**src/bca_params.svh**
```systemverilog
// constants of the battery charge accumulator: register map, fields, timing
// assumes a 25 MHz system clock and 32-bit spi frames
`ifndef BCA_PARAMS_SVH
`define BCA_PARAMS_SVH

`define BCA_CLK_KHZ 25000
`define BCA_REG_CTRL 6'h09
`define BCA_REG_SCALE 6'h0a
`define BCA_CTRL_RUN 0
`define BCA_CTRL_RESET 1
`define BCA_CTRL_ACAL 2
`define BCA_CTRL_DCAL_DIS 3
`define BCA_CTRL_DITHER 4
`define BCA_CTRL_FAULT 5
`define BCA_CTRL_COUNT_LSB 8
`define BCA_PRESCALE_RST 15'h0001
`define BCA_MOST_NEG 16'h8000
`define BCA_RESET_NS 40000
`define BCA_RESET_CYCLES ((`BCA_RESET_NS * `BCA_CLK_KHZ) / 1000000)
`define BCA_DEBOUNCE_MS 1000
`define BCA_DEBOUNCE_CYCLES (`BCA_DEBOUNCE_MS * `BCA_CLK_KHZ)
`define BCA_HDR_BITS 8
`define BCA_FRAME_BITS 32

`endif

```
**src/bca_pkg.sv**
```systemverilog
// types of the battery charge accumulator
// assumes bca_params.svh for all numeric constants
package bca_pkg;

    typedef enum logic {BCA_IDLE, BCA_CLEAR} bca_phase_e;

    typedef struct packed {
        logic [1:0] cs_s;
        logic [1:0] sck_s;
        logic [1:0] mosi_s;
        logic [1:0] uv_s;
        logic [1:0] bd_s;
        logic sck_d;
        logic [5:0] bit_cnt;
        logic [31:0] rx;
        logic [23:0] tx;
        logic miso;
        logic run;
        logic acal;
        logic dcal_dis;
        logic dither;
        logic fault;
        logic [14:0] prescale;
        bca_phase_e phase;
        logic [9:0] rst_cnt;
        logic [15:0] count;
        logic signed [15:0] pre;
        logic cal_short;
        logic dig_cal;
        logic dith_o;
        logic conv_run;
    } bca_top_s;

    typedef struct packed {
        logic [24:0] cnt;
        logic hit;
    } bca_deb_s;

endpackage : bca_pkg

```
**src/bca_debounce.sv**
```systemverilog
// debouncer: one-cycle pulse once a synchronised level has stayed high
// for CYCLES clocks; assumes the input is already on the system clock
`timescale 1ns/1ps
module bca_debounce
#(
    parameter int CYCLES = 25000000
)
(
    input wire logic clk_i,
    input wire logic rst_i,
    input wire logic lvl_i,
    output logic hit_o
);
    import bca_pkg::*;

    bca_deb_s st;
    bca_deb_s next_st;

    always_comb
    begin
        next_st = st;
        next_st.hit = 1'b0;
        if (!lvl_i)
        begin
            next_st.cnt = '0;
        end
        else if (st.cnt < 25'(CYCLES))
        begin
            next_st.cnt = st.cnt + 25'd1;
            // fires once, on the last cycle of the held period
            next_st.hit = (st.cnt == 25'(CYCLES - 1));
        end
    end

    always_ff @(posedge clk_i)
    begin
        if (rst_i)
        begin
            st <= '0;
        end
        else
        begin
            st <= next_st;
        end
    end

    assign hit_o = st.hit;

endmodule : bca_debounce

```
**src/bca_top.sv**
```systemverilog
// battery charge accumulator: spi register slave, prescaler, charge counter,
// self-clearing counter reset and latched fault flag
// assumes converter step strobes on CLK_I and a slow spi clock (< CLK_I/8)
// Summary of operation
// RULE1: a signed 16-bit charge count goes up on one current sign, down on the other, and is readable.
// RULE2: the count moves one step only after count_prescale converter counts have gathered.
// RULE3: count_prescale starts at one after reset so every converter count moves the count.
// RULE4: writing one to counter_reset_bit clears the charge count and all counting logic.
// RULE5: counter_reset_bit clears itself when the reset period of at most 40 us ends.
// RULE6: counter_run_bit starts accumulation and clearing it only pauses, keeping all state.
// RULE7: offset and gain correction stays on unless digital_cal_disable is set.
// RULE8: analog_cal_enable shorts the converter inputs so only the offset accumulates.
// RULE9: dither_enable dithers the converter only while digital correction is on.
// RULE10: a write to the control register returns the latest charge count on the data out line.
// RULE11: count_invalid_flag latches on any fault until software clears it and raises no interrupt.
// RULE12: reaching the most negative code sets count_invalid_flag while counting continues.
// RULE13: main_supply_input below undervoltage_threshold for a full second sets the flag.
// RULE14: battery_detect_sense held high for a full second sets the flag.
// RULE15: software initialises with calibration, sets the scaler, then resets leaving calibration.
// RULE16: software ends analog calibration and computes the offset from the count it read.
// RULE17: the prescale count clears with the charge count and holds while stopped.
`timescale 1ns/1ps
`include "bca_params.svh"
module bca_top
#(
    parameter int DEBOUNCE_CYCLES = `BCA_DEBOUNCE_CYCLES
)
(
    input wire logic CLK_I,
    input wire logic SYS_RST_I,
    input wire logic SPI_CLK_I,
    input wire logic SPI_CS_N_I,
    input wire logic SPI_MOSI_I,
    output logic SPI_MISO_O,
    input wire logic CONV_STEP_I,
    input wire logic CONV_UP_I,
    input wire logic SUPPLY_LOW_I,
    input wire logic BATT_DETECT_I,
    output logic CAL_SHORT_O,
    output logic DIG_CAL_EN_O,
    output logic DITHER_O,
    output logic CONV_RUN_O
);
    import bca_pkg::*;

    bca_top_s st;
    bca_top_s next_st;
    logic uv_hit;
    logic bd_hit;

    function automatic logic [23:0] reg_read(input logic [5:0] addr,
                                             input bca_top_s s);
        logic [23:0] d;
        d = '0;
        if (addr == `BCA_REG_CTRL)
        begin
            d[`BCA_CTRL_RUN] = s.run;
            d[`BCA_CTRL_RESET] = (s.phase == BCA_CLEAR);
            d[`BCA_CTRL_ACAL] = s.acal;
            d[`BCA_CTRL_DCAL_DIS] = s.dcal_dis;
            d[`BCA_CTRL_DITHER] = s.dither;
            d[`BCA_CTRL_FAULT] = s.fault;
            d[`BCA_CTRL_COUNT_LSB +: 16] = s.count; // RULE1
        end
        else if (addr == `BCA_REG_SCALE)
        begin
            d[14:0] = s.prescale;
        end
        return d;
    endfunction : reg_read

    bca_debounce #(.CYCLES(DEBOUNCE_CYCLES)) u_deb_uv
    (
        .clk_i(CLK_I),
        .rst_i(SYS_RST_I),
        .lvl_i(st.uv_s[1]),
        .hit_o(uv_hit)
    );

    bca_debounce #(.CYCLES(DEBOUNCE_CYCLES)) u_deb_bd
    (
        .clk_i(CLK_I),
        .rst_i(SYS_RST_I),
        .lvl_i(st.bd_s[1]),
        .hit_o(bd_hit)
    );

    always_comb
    begin
        logic [7:0] hdr;
        logic [31:0] frame;
        logic [23:0] wd;
        logic sck_rise;
        logic sck_fall;
        logic fault_clr;
        logic fault_set;
        logic signed [15:0] limit;
        hdr = '0;
        frame = '0;
        wd = '0;
        fault_clr = 1'b0;
        fault_set = 1'b0;
        next_st = st;
        next_st.cs_s = {st.cs_s[0], SPI_CS_N_I};
        next_st.sck_s = {st.sck_s[0], SPI_CLK_I};
        next_st.mosi_s = {st.mosi_s[0], SPI_MOSI_I};
        next_st.uv_s = {st.uv_s[0], SUPPLY_LOW_I};
        next_st.bd_s = {st.bd_s[0], BATT_DETECT_I};
        next_st.sck_d = st.sck_s[1];
        sck_rise = st.sck_s[1] && !st.sck_d;
        sck_fall = !st.sck_s[1] && st.sck_d;
        limit = (st.prescale == '0) ? 16'sd1 : $signed({1'b0, st.prescale});

        // spi slave, mode 0, msb first
        if (st.cs_s[1])
        begin
            next_st.bit_cnt = '0;
            next_st.miso = 1'b0;
        end
        else if (sck_rise)
        begin
            next_st.rx = {st.rx[30:0], st.mosi_s[1]};
            next_st.bit_cnt = st.bit_cnt + 6'd1;
            if (st.bit_cnt == 6'(`BCA_HDR_BITS - 1))
            begin
                hdr = {st.rx[6:0], st.mosi_s[1]};
                // a write to the control register also returns the count
                next_st.tx = reg_read(hdr[6:1], st); // RULE10
            end
            if (st.bit_cnt == 6'(`BCA_FRAME_BITS - 1))
            begin
                frame = {st.rx[30:0], st.mosi_s[1]};
                wd = frame[23:0];
                if (frame[31] && frame[30:25] == `BCA_REG_CTRL)
                begin
                    next_st.run = wd[`BCA_CTRL_RUN]; // RULE6
                    next_st.acal = wd[`BCA_CTRL_ACAL];
                    next_st.dcal_dis = wd[`BCA_CTRL_DCAL_DIS];
                    next_st.dither = wd[`BCA_CTRL_DITHER];
                    fault_clr = wd[`BCA_CTRL_FAULT]; // RULE11
                    if (wd[`BCA_CTRL_RESET])
                    begin
                        next_st.phase = BCA_CLEAR; // RULE4
                        next_st.rst_cnt = '0;
                    end
                end
                else if (frame[31] && frame[30:25] == `BCA_REG_SCALE)
                begin
                    next_st.prescale = wd[14:0]; // RULE2
                end
            end
        end
        else if (sck_fall && st.bit_cnt >= 6'(`BCA_HDR_BITS))
        begin
            next_st.miso = st.tx[23];
            next_st.tx = {st.tx[22:0], 1'b0};
        end

        // counter reset period, then the bit reads back as zero
        unique case (st.phase)
            BCA_IDLE:
            begin
                if (st.run && CONV_STEP_I) // RULE6 RULE17
                begin
                    if (CONV_UP_I && st.pre + 16'sd1 >= limit)
                    begin
                        next_st.pre = '0;
                        next_st.count = st.count + 16'd1; // RULE1 RULE2
                    end
                    else if (!CONV_UP_I && st.pre - 16'sd1 <= -limit)
                    begin
                        next_st.pre = '0;
                        next_st.count = st.count - 16'd1; // RULE1 RULE2
                    end
                    else
                    begin
                        next_st.pre = CONV_UP_I ? st.pre + 16'sd1
                                                : st.pre - 16'sd1;
                    end
                    if (next_st.count == `BCA_MOST_NEG &&
                        st.count != `BCA_MOST_NEG)
                    begin
                        fault_set = 1'b1; // RULE12
                    end
                end
            end
            BCA_CLEAR:
            begin
                next_st.count = '0; // RULE4
                next_st.pre = '0; // RULE17
                next_st.rst_cnt = st.rst_cnt + 10'd1;
                if (st.rst_cnt == 10'(`BCA_RESET_CYCLES - 1))
                begin
                    next_st.phase = BCA_IDLE; // RULE5
                end
            end
        endcase

        if (uv_hit || bd_hit) // RULE13 RULE14
        begin
            fault_set = 1'b1;
        end
        // a new fault wins over a clear in the same cycle
        if (fault_set)
        begin
            next_st.fault = 1'b1; // RULE11
        end
        else if (fault_clr)
        begin
            next_st.fault = 1'b0;
        end

        next_st.cal_short = next_st.acal; // RULE8
        next_st.dig_cal = !next_st.dcal_dis; // RULE7
        next_st.dith_o = next_st.dither && !next_st.dcal_dis; // RULE9
        next_st.conv_run = next_st.run && next_st.phase == BCA_IDLE;
    end

    always_ff @(posedge CLK_I)
    begin
        if (SYS_RST_I)
        begin
            st <= '0;
            st.cs_s <= 2'b11;
            st.prescale <= `BCA_PRESCALE_RST; // RULE3
            st.dig_cal <= 1'b1; // RULE7
        end
        else
        begin
            st <= next_st;
        end
    end

    assign SPI_MISO_O = st.miso;
    assign CAL_SHORT_O = st.cal_short;
    assign DIG_CAL_EN_O = st.dig_cal;
    assign DITHER_O = st.dith_o;
    assign CONV_RUN_O = st.conv_run;

endmodule : bca_top

```
**config.mk**
```make
export PLATFORM = sky130hd
export DESIGN_NAME = bca_top
export DESIGN_NICKNAME = d
export VERILOG_FILES = /design/src/bca_pkg.sv /design/src/bca_debounce.sv /design/src/bca_top.sv
export VERILOG_INCLUDE_DIRS = /design/src
export SDC_FILE = /design/constraint.sdc
export NUM_CORES = 1
export LEC_CHECK = 0
export ABC_AREA = 1
export BUFFER_PORTS_ARGS = -buffer_cell sky130_fd_sc_hd__clkbuf_2
export CAP_MARGIN = 20
export CORE_MARGIN = 4
export CORE_UTILIZATION = 58
export CTS_BUF_LIST = sky130_fd_sc_hd__clkbuf_16
export DETAILED_ROUTE_END_ITERATION = 10
export PLACE_DENSITY = 0.79
export SYNTH_ARGS = -nofsm -noshare
export SYNTH_HDL_FRONTEND = slang
export SYNTH_SLANG_ARGS = --single-unit
export TNS_END_PERCENT = 10
```
**constraint.sdc**
```tcl
create_clock -name CLK_I -period 3.75 [get_ports CLK_I]
set_clock_uncertainty 0.15 [all_clocks]
set_input_delay 0.5625 -clock CLK_I [delete_from_list [all_inputs] [get_ports CLK_I]]
set_output_delay 0.5625 -clock CLK_I [all_outputs]
set_load 0.02 [all_outputs]
```
# [After elaboration in Yosys (flattened, before gate mapping)]
# Cells that the tools add are included.
[totals] output_inout_bits=5 regBits=191 wordCells=136
[op_classes] n_bitwise=9 reduce_logical=34 n_eq_ne=14 n_addsub=9 n_lt_le_gt_ge=5 muxes=38
[op_table] operator="$mux 32" count=4
[op_table] operator="$mux 11" count=6
[op_table] operator="$pmux 32 s2" count=1
[op_table] operator="$add 25x1->25 const B" count=2
[op_table] operator="$eq 25x25->1 const B" count=2
[op_table] operator="$lt 25x25->1 const B" count=2
[op_table] operator="$mux 16" count=3
[op_table] operator="$mux 24" count=2
[op_table] operator="$mux 15" count=2
[op_table] operator="$mux 25" count=1
[op_table] operator="$eq 6x4->1 const B" count=4
[op_table] operator="$add 16x1->16 const B" count=1
[op_table] operator="$add 16x2->16 const B" count=1
[op_table] operator="$eq 16x16->1 const B" count=1
[op_table] operator="$ge 16x16->1" count=1
[op_table] operator="$le 16x16->1" count=1
[op_table] operator="$mux 4" count=4
[op_table] operator="$ne 16x16->1 const B" count=1
[op_table] operator="$neg 15->16" count=1
[op_table] operator="$sub 16x1->16 const B" count=1
[op_table] operator="$sub 16x2->16 const B" count=1
[op_table] operator="$logic_not 15->1" count=1
[op_table] operator="$reduce_bool 2->1" count=6
[op_table] operator="$logic_and 1x1->1" count=11
[op_table] operator="22 further kinds" count=49

# [Depth between registers and ports, before layout]
[logic_depth] ltp_word=16 depth_mapped=31 ltp_nobuf=30

# [Hierarchy]
# From an unflattened synthesis, not the netlist that was laid out.
[unflattened] hier_cells=1812 hier_area_um2=11703.7
[by_module_without_submodules] module="bca_top" cells_each=1230 area_each_um2=8257.9 instances=1
[by_module_without_submodules] module="bca_debounce" cells_each=291 area_each_um2=1722.9 instances=2

# [Least setup slack after synthesis]
# Ideal clock, no wire load.
[synth_path] path_kind="register to register" startpoint="register st[55] in the netlist's numbering" endpoint="register st[62] in the netlist's numbering" setup_time_ps=67 t_required_ps=3533 synth_period_minus_slack_ps=3837 t_arrival_ps=3619 slack_ps=-87 stages_incl_launch_ff=30 path_cell_list="dfxtp_1 -> inv_1 -> nand4_1 -> nor3_1 -> nand4_1 -> nand2_1 -> inv_1 -> ha_1 -> nand4_1 -> nor3_1 -> nand3_1 -> nor2_1 -> nand3_1 -> xor2_1 -> ha_1 -> nand2_1 -> nor3_1 -> nand2_1 -> nand3_1 -> nand3_1 -> nand2_1 -> clkbuf_1 -> o21ai_0 -> nand2_1 -> nand2_2 -> nor2_1 -> nand2_1 -> nor2_1 -> nand2_1 -> a21oi_2"
[synth_via] elab_chain_cells=16
[synth_lines] element="start, declared" line="bca_top.sv:46" rtl="bca_top_s st;"
[synth_lines] element="start signal, assigned" line="bca_top.sv:230" rtl="st <= next_st;"
[synth_lines] element="$logic_not 15->1" line="bca_top.sv:112" rtl="limit = (st.prescale == '0) ? 16'sd1 : $signed({1'b0, st.prescale});"
[synth_lines] element="$mux 15 (*)" line="bca_top.sv:112"
[synth_lines] element="$neg 15->16" line="bca_top.sv:170" rtl="else if (!CONV_UP_I && st.pre - 16'sd1 <= -limit)"
[synth_lines] element="$le 16x16->1" line="bca_top.sv:170"
[synth_lines] element="$logic_and 1x1->1" line="bca_top.sv:170"
[synth_lines] element="$mux 16" line="bca_top.sv:170"
[synth_lines] element="$mux 32 (*)" line="bca_top.sv:165" rtl="if (CONV_UP_I && st.pre + 16'sd1 >= limit)"
[synth_lines] element="$mux 32 (*)" line="bca_top.sv:163" rtl="if (st.run && CONV_STEP_I)"
[synth_lines] element="$mux 32 (*)" line="bca_top.sv:160" rtl="unique case (st.phase)"
[synth_lines] element="$eq 16x16->1 (no source line) (*)"
[synth_lines] element="$logic_and 1x1->1 (no source line) (*)"
[synth_lines] element="$mux 1 (*)" line="bca_top.sv:180" rtl="if (next_st.count == `BCA_MOST_NEG &&"
[synth_lines] element="$mux 1 (*)" line="bca_top.sv:163"
[synth_lines] element="$mux 1 (*)" line="bca_top.sv:160"
[synth_lines] element="$mux 1 (*)" line="bca_top.sv:199" rtl="if (uv_hit || bd_hit)"
[synth_lines] element="$mux 1 or $reduce_bool 2->1 (tied branches)"
# Every way passes the cells marked *; elsewhere a longest branch is shown, timed or not. The select of a mux whose other input is x is not followed.
# A chain may end at the register's enable or synchronous reset.

# [Worst setup path in the final report]
[layout_path] startpoint="register st[52] in the netlist's numbering" endpoint="register st[62] in the netlist's numbering"
# Same word-level chain as after synthesis.

==> impl_metrics.yaml <==
outcome:
  status: "complete, but fails checks"
  violations: "negative setup slack"
synthesis:
  synth-edff-count: 0
  ys_top_cells_by_count: "nand2_1, inv_1, dfxtp_1, nor2_1, a21oi_1"
  yosysTopAreaCell: "dfxtp_1"
  post_synth_main_area_contributors: "dfxtp_1, nand2_1, inv_1"
  synth_most_common_cell: "nand2_1"
  synth.cell_area_sq_um: 10900
  synthDistinctLibCells: 54
  seq_area_frac_synth_pct: 35.1
  ys_async_sr_fraction_pct: 0
  synth.net_count: 1645
  netlist.area_leader.share_pct: 35.1
  syn_inst: 1595
  synth_top_flop_cell: "dfxtp_1"
  postSynthAreaPerCell_sq_um: 6.84
  synth-seq-cells: 191
  ys_warn_count: 0
power:
  p_leak_uw: 0.00506
  fin_total_pwr_uw: 4040
  power.share.combinational_pct: 3.6
  power.ir.vdd_worst_mv: 0.416
  cell_internal_power_dissipation_uw: 3090
  switching_share_pct: 23.6
  power.clock.fraction_pct: 45.9
  power_per_cell_area_nw_per_um2: 328
  switching_power_uw: 953
  share_seq_of_total_power_pct: 50.5
final_layout:
  layout.filler_cells: 1524
  fin_cells: 1877
  ff_latch_area_sq_um: 3830
  drive_above_1_share_pct: 13.5
  area_growth_syn_to_layout_pct: 12.9
  footprint_of_the_multi_input_gates_sq_um: 6120
  design.final.nets: 1685
  insertedDiodeCount: 0
detailed_routing:
  routed-via-count: 10500
  drtIter0Drc: 710
  wl_per_cell_um: 14.1
  route.detailed.drc: 0
  route.final.wire_length_mm: 26.5
  drt_pre_antenna_iters: 8
  ant_nets: 0
  vias_per_cell: 5.57
sta:
  hold-worst-slack_ps: 161
  timing_max_transition_violations_final: 0
  finalSetupViolCount: 5
  rsz0062_at_grt: "yes"
  layout_min_cycle_time_ps: 3970
  timing.max_slew.rel_slack_pct: 44.1
  final-hold-violation-count: 0
  ratio_of_final_minimum_period_to_clock_period_pct: 106
  post-route-worst-setup-slack_ps: -217
  fmax_mhz: 252
  worst_slew_pin_slew_ps: 839
worst_setup_path:
  cpPeakStageDelay_ps: 350
  worst_path_max_delay_cell: "dfxtp_2"
  timing.critical_path.mode_cell: "nand2_1"
  r2r-start: "st[52]"
  worst_setup_path_end_kind: "flop"
  timing.critical_path.fanout_max: 11
  capturing_instance_or_port_of_the_critical_path: "st[62]"
  crit_path_arrival_time_ps: 4180
  critical_path_required_ps: 3960
  worst_setup_path_startpoint: "st[52]"
  r2r-end: "st[62]"
  cp-start-kind: "flop"
  timing.reg2reg.setup_slack_ps: -220
  classification_of_the_worst_setup_path: "flop to flop"
  rr_worst_depth: 29
placement:
  dp_cells: 1840
  port_buffers: 13
  dp_slack_ps: -249
  dp_hpwl_mm: 18.8
  place.gp.congestion: 0.927
cts:
  clk_transition_reported_paths_ps: 70
  clock-root-buffer: "clkbuf_16"
  clock_sink_count: 191
  clock_insertion_delay_worst_skew_ps: 430
  cts_buffers: 17
  tritoncts: "built"
  cts-root-to-sink-buffers: 2
  htree_levels: 4
floorplan:
  die_height_um: 145
  row_count: 49
  pin_count: 14
  die_x_um: 145
  core_area_sq_um: 18200
  dieArea_sq_um: 21100
  initial_core_util_pct: 59.9
global_route:
  busiest_layer: "met2"
  first_global_vias: 9879
  grt_util_met3_pct: 3.96
  antenna_found_initial: 0
  grt_pass1_wl_mm: 44.7
  gr-usage-all-layers_pct: 24.7
  met2_usage_pct: 42.2
  globalRouteMet1Util_pct: 32.0
  grt_start_max_net_pins: 68
  grt_total_ovfl: 0
flow_run:
  cap_viol_max_count: 0
min_path:
  worst_hold_path_type: "input port to flop"
[routing by layer]
| layer | share of wire [%] | vias up |
|---|---|---|
| met3 | 4.7 | 37 |
| met4 | 2.2 | 0 |
| li1 | - | 5353 |
| met1 | 46 | 4808 |
| met2 | 48 | 253 |
| met5 | 0 | - |
[through the flow]
| stage | setup TNS, ps | util [%] | area (sq um) |
|---|---|---|---|
| finish | -427 | 67.6 | 12300 |
| global route | -8160 | 67.6 | 12300 |
| CTS | -308 | 66.7 | 12100 |
| detailed placement | -2510 | 63.2 | 11500 |
| global placement | -77.1 | 63.2 | 11500 |
| floorplan | 0 | - | 10900 |
[state kept, by name, summed over array words and instances (netlist names)]
name and cells:
CONV_RUN_O 1, SPI_MISO_O 1, DIG_CAL_EN_O 1, u_deb_uv.hit_o 1, u_deb_bd.hit_o 1, u_deb_uv.st 25
u_deb_bd.st 25, next_st 6, st 128, CAL_SHORT_O 1, DITHER_O 1
[worst max-delay path, delay by kind of cell (launching register included)]
family / cells / cell delay, ps
flip-flops: 1 / 350
adder cells (fa/ha/maj): 2 / 430
XOR/XNOR: 1 / 160
AND/OR/NAND/NOR: 22 / 2360
buffers and inverters: 3 / 320
AO/OA/AOI/OAI: 1 / 100
[area by class of cell]
cell class                 instances  share of cell area (%)
clock inverter                    15                    1.49
sequential                       191                    31.1
inverter                         215                    6.66
tap                              229                    2.33
clock buffer                      17                    3.45
timing repair buffer              85                    5.22
multi-input combinational       1125                    49.7
[layout by cell type, fill, tap and decap left out, drive strengths merged, types with 2 or more instances in the layout]
master and n:
nand2 331, inv 217, dfxtp 191, nor2 173, a21oi 131, o21ai 122, nand3 84, buf 71
nor3 63, xor2 46, ha 41, nand4 36, clkbuf 31, a211oi 13, nor4 13, o22ai 12
o211ai 12, a31oi 11, clkinv 11, nand3b 6, and3 5, a221oi 5, a311oi 4, or2 3
nor3b 3, a22oi 2, bufinv 2
[power groups by stage]
stage / Clock [uW] / Sequential, uW / Combinational (uW)
after detailed placement: 0 / 2090 / 133
after CTS: 1880 / 2040 / 135
final: 1860 / 2040 / 147
after floorplan: 0 / 2090 / 97.8
after global routing: 1970 / 2040 / 162
after global placement: 0 / 2090 / 132
[worst min path at each step]
stage             startpoint  slack [ps]  cells after the start            to
2_1_floorplan   next_st[138]         240                      2  next_st[130]
3_3_place_gp    next_st[134]         240                      2       st[134]
3_5_place_dp    next_st[132]         240                      2       st[132]
4_1_cts           SPI_CS_N_I         150                      2  next_st[140]
5_1_grt        BATT_DETECT_I         160                      3  next_st[132]
6_report          SPI_CS_N_I         160                      2  next_st[140]
[cells by family after synthesis]
group | Yosys count | share of synthesized area (%)
flops | 191 | 35.1
xor+xnor | 46 | 3.76
fa+ha+maj | 41 | 4.70
other cells | 1 | 0.0344
buf+inv | 279 | 9.97
compound gates | 318 | 16.7
simple gates | 719 | 29.7
[what timing repair did]
action,in CTS,in global routing
pin swaps,1,9
resized for setup,4,40
setup buffers,1,3
hold buffers,0,0
setup endpoints to repair,19,33
gates cloned,0,1
(Power assumes the default switching activity.)
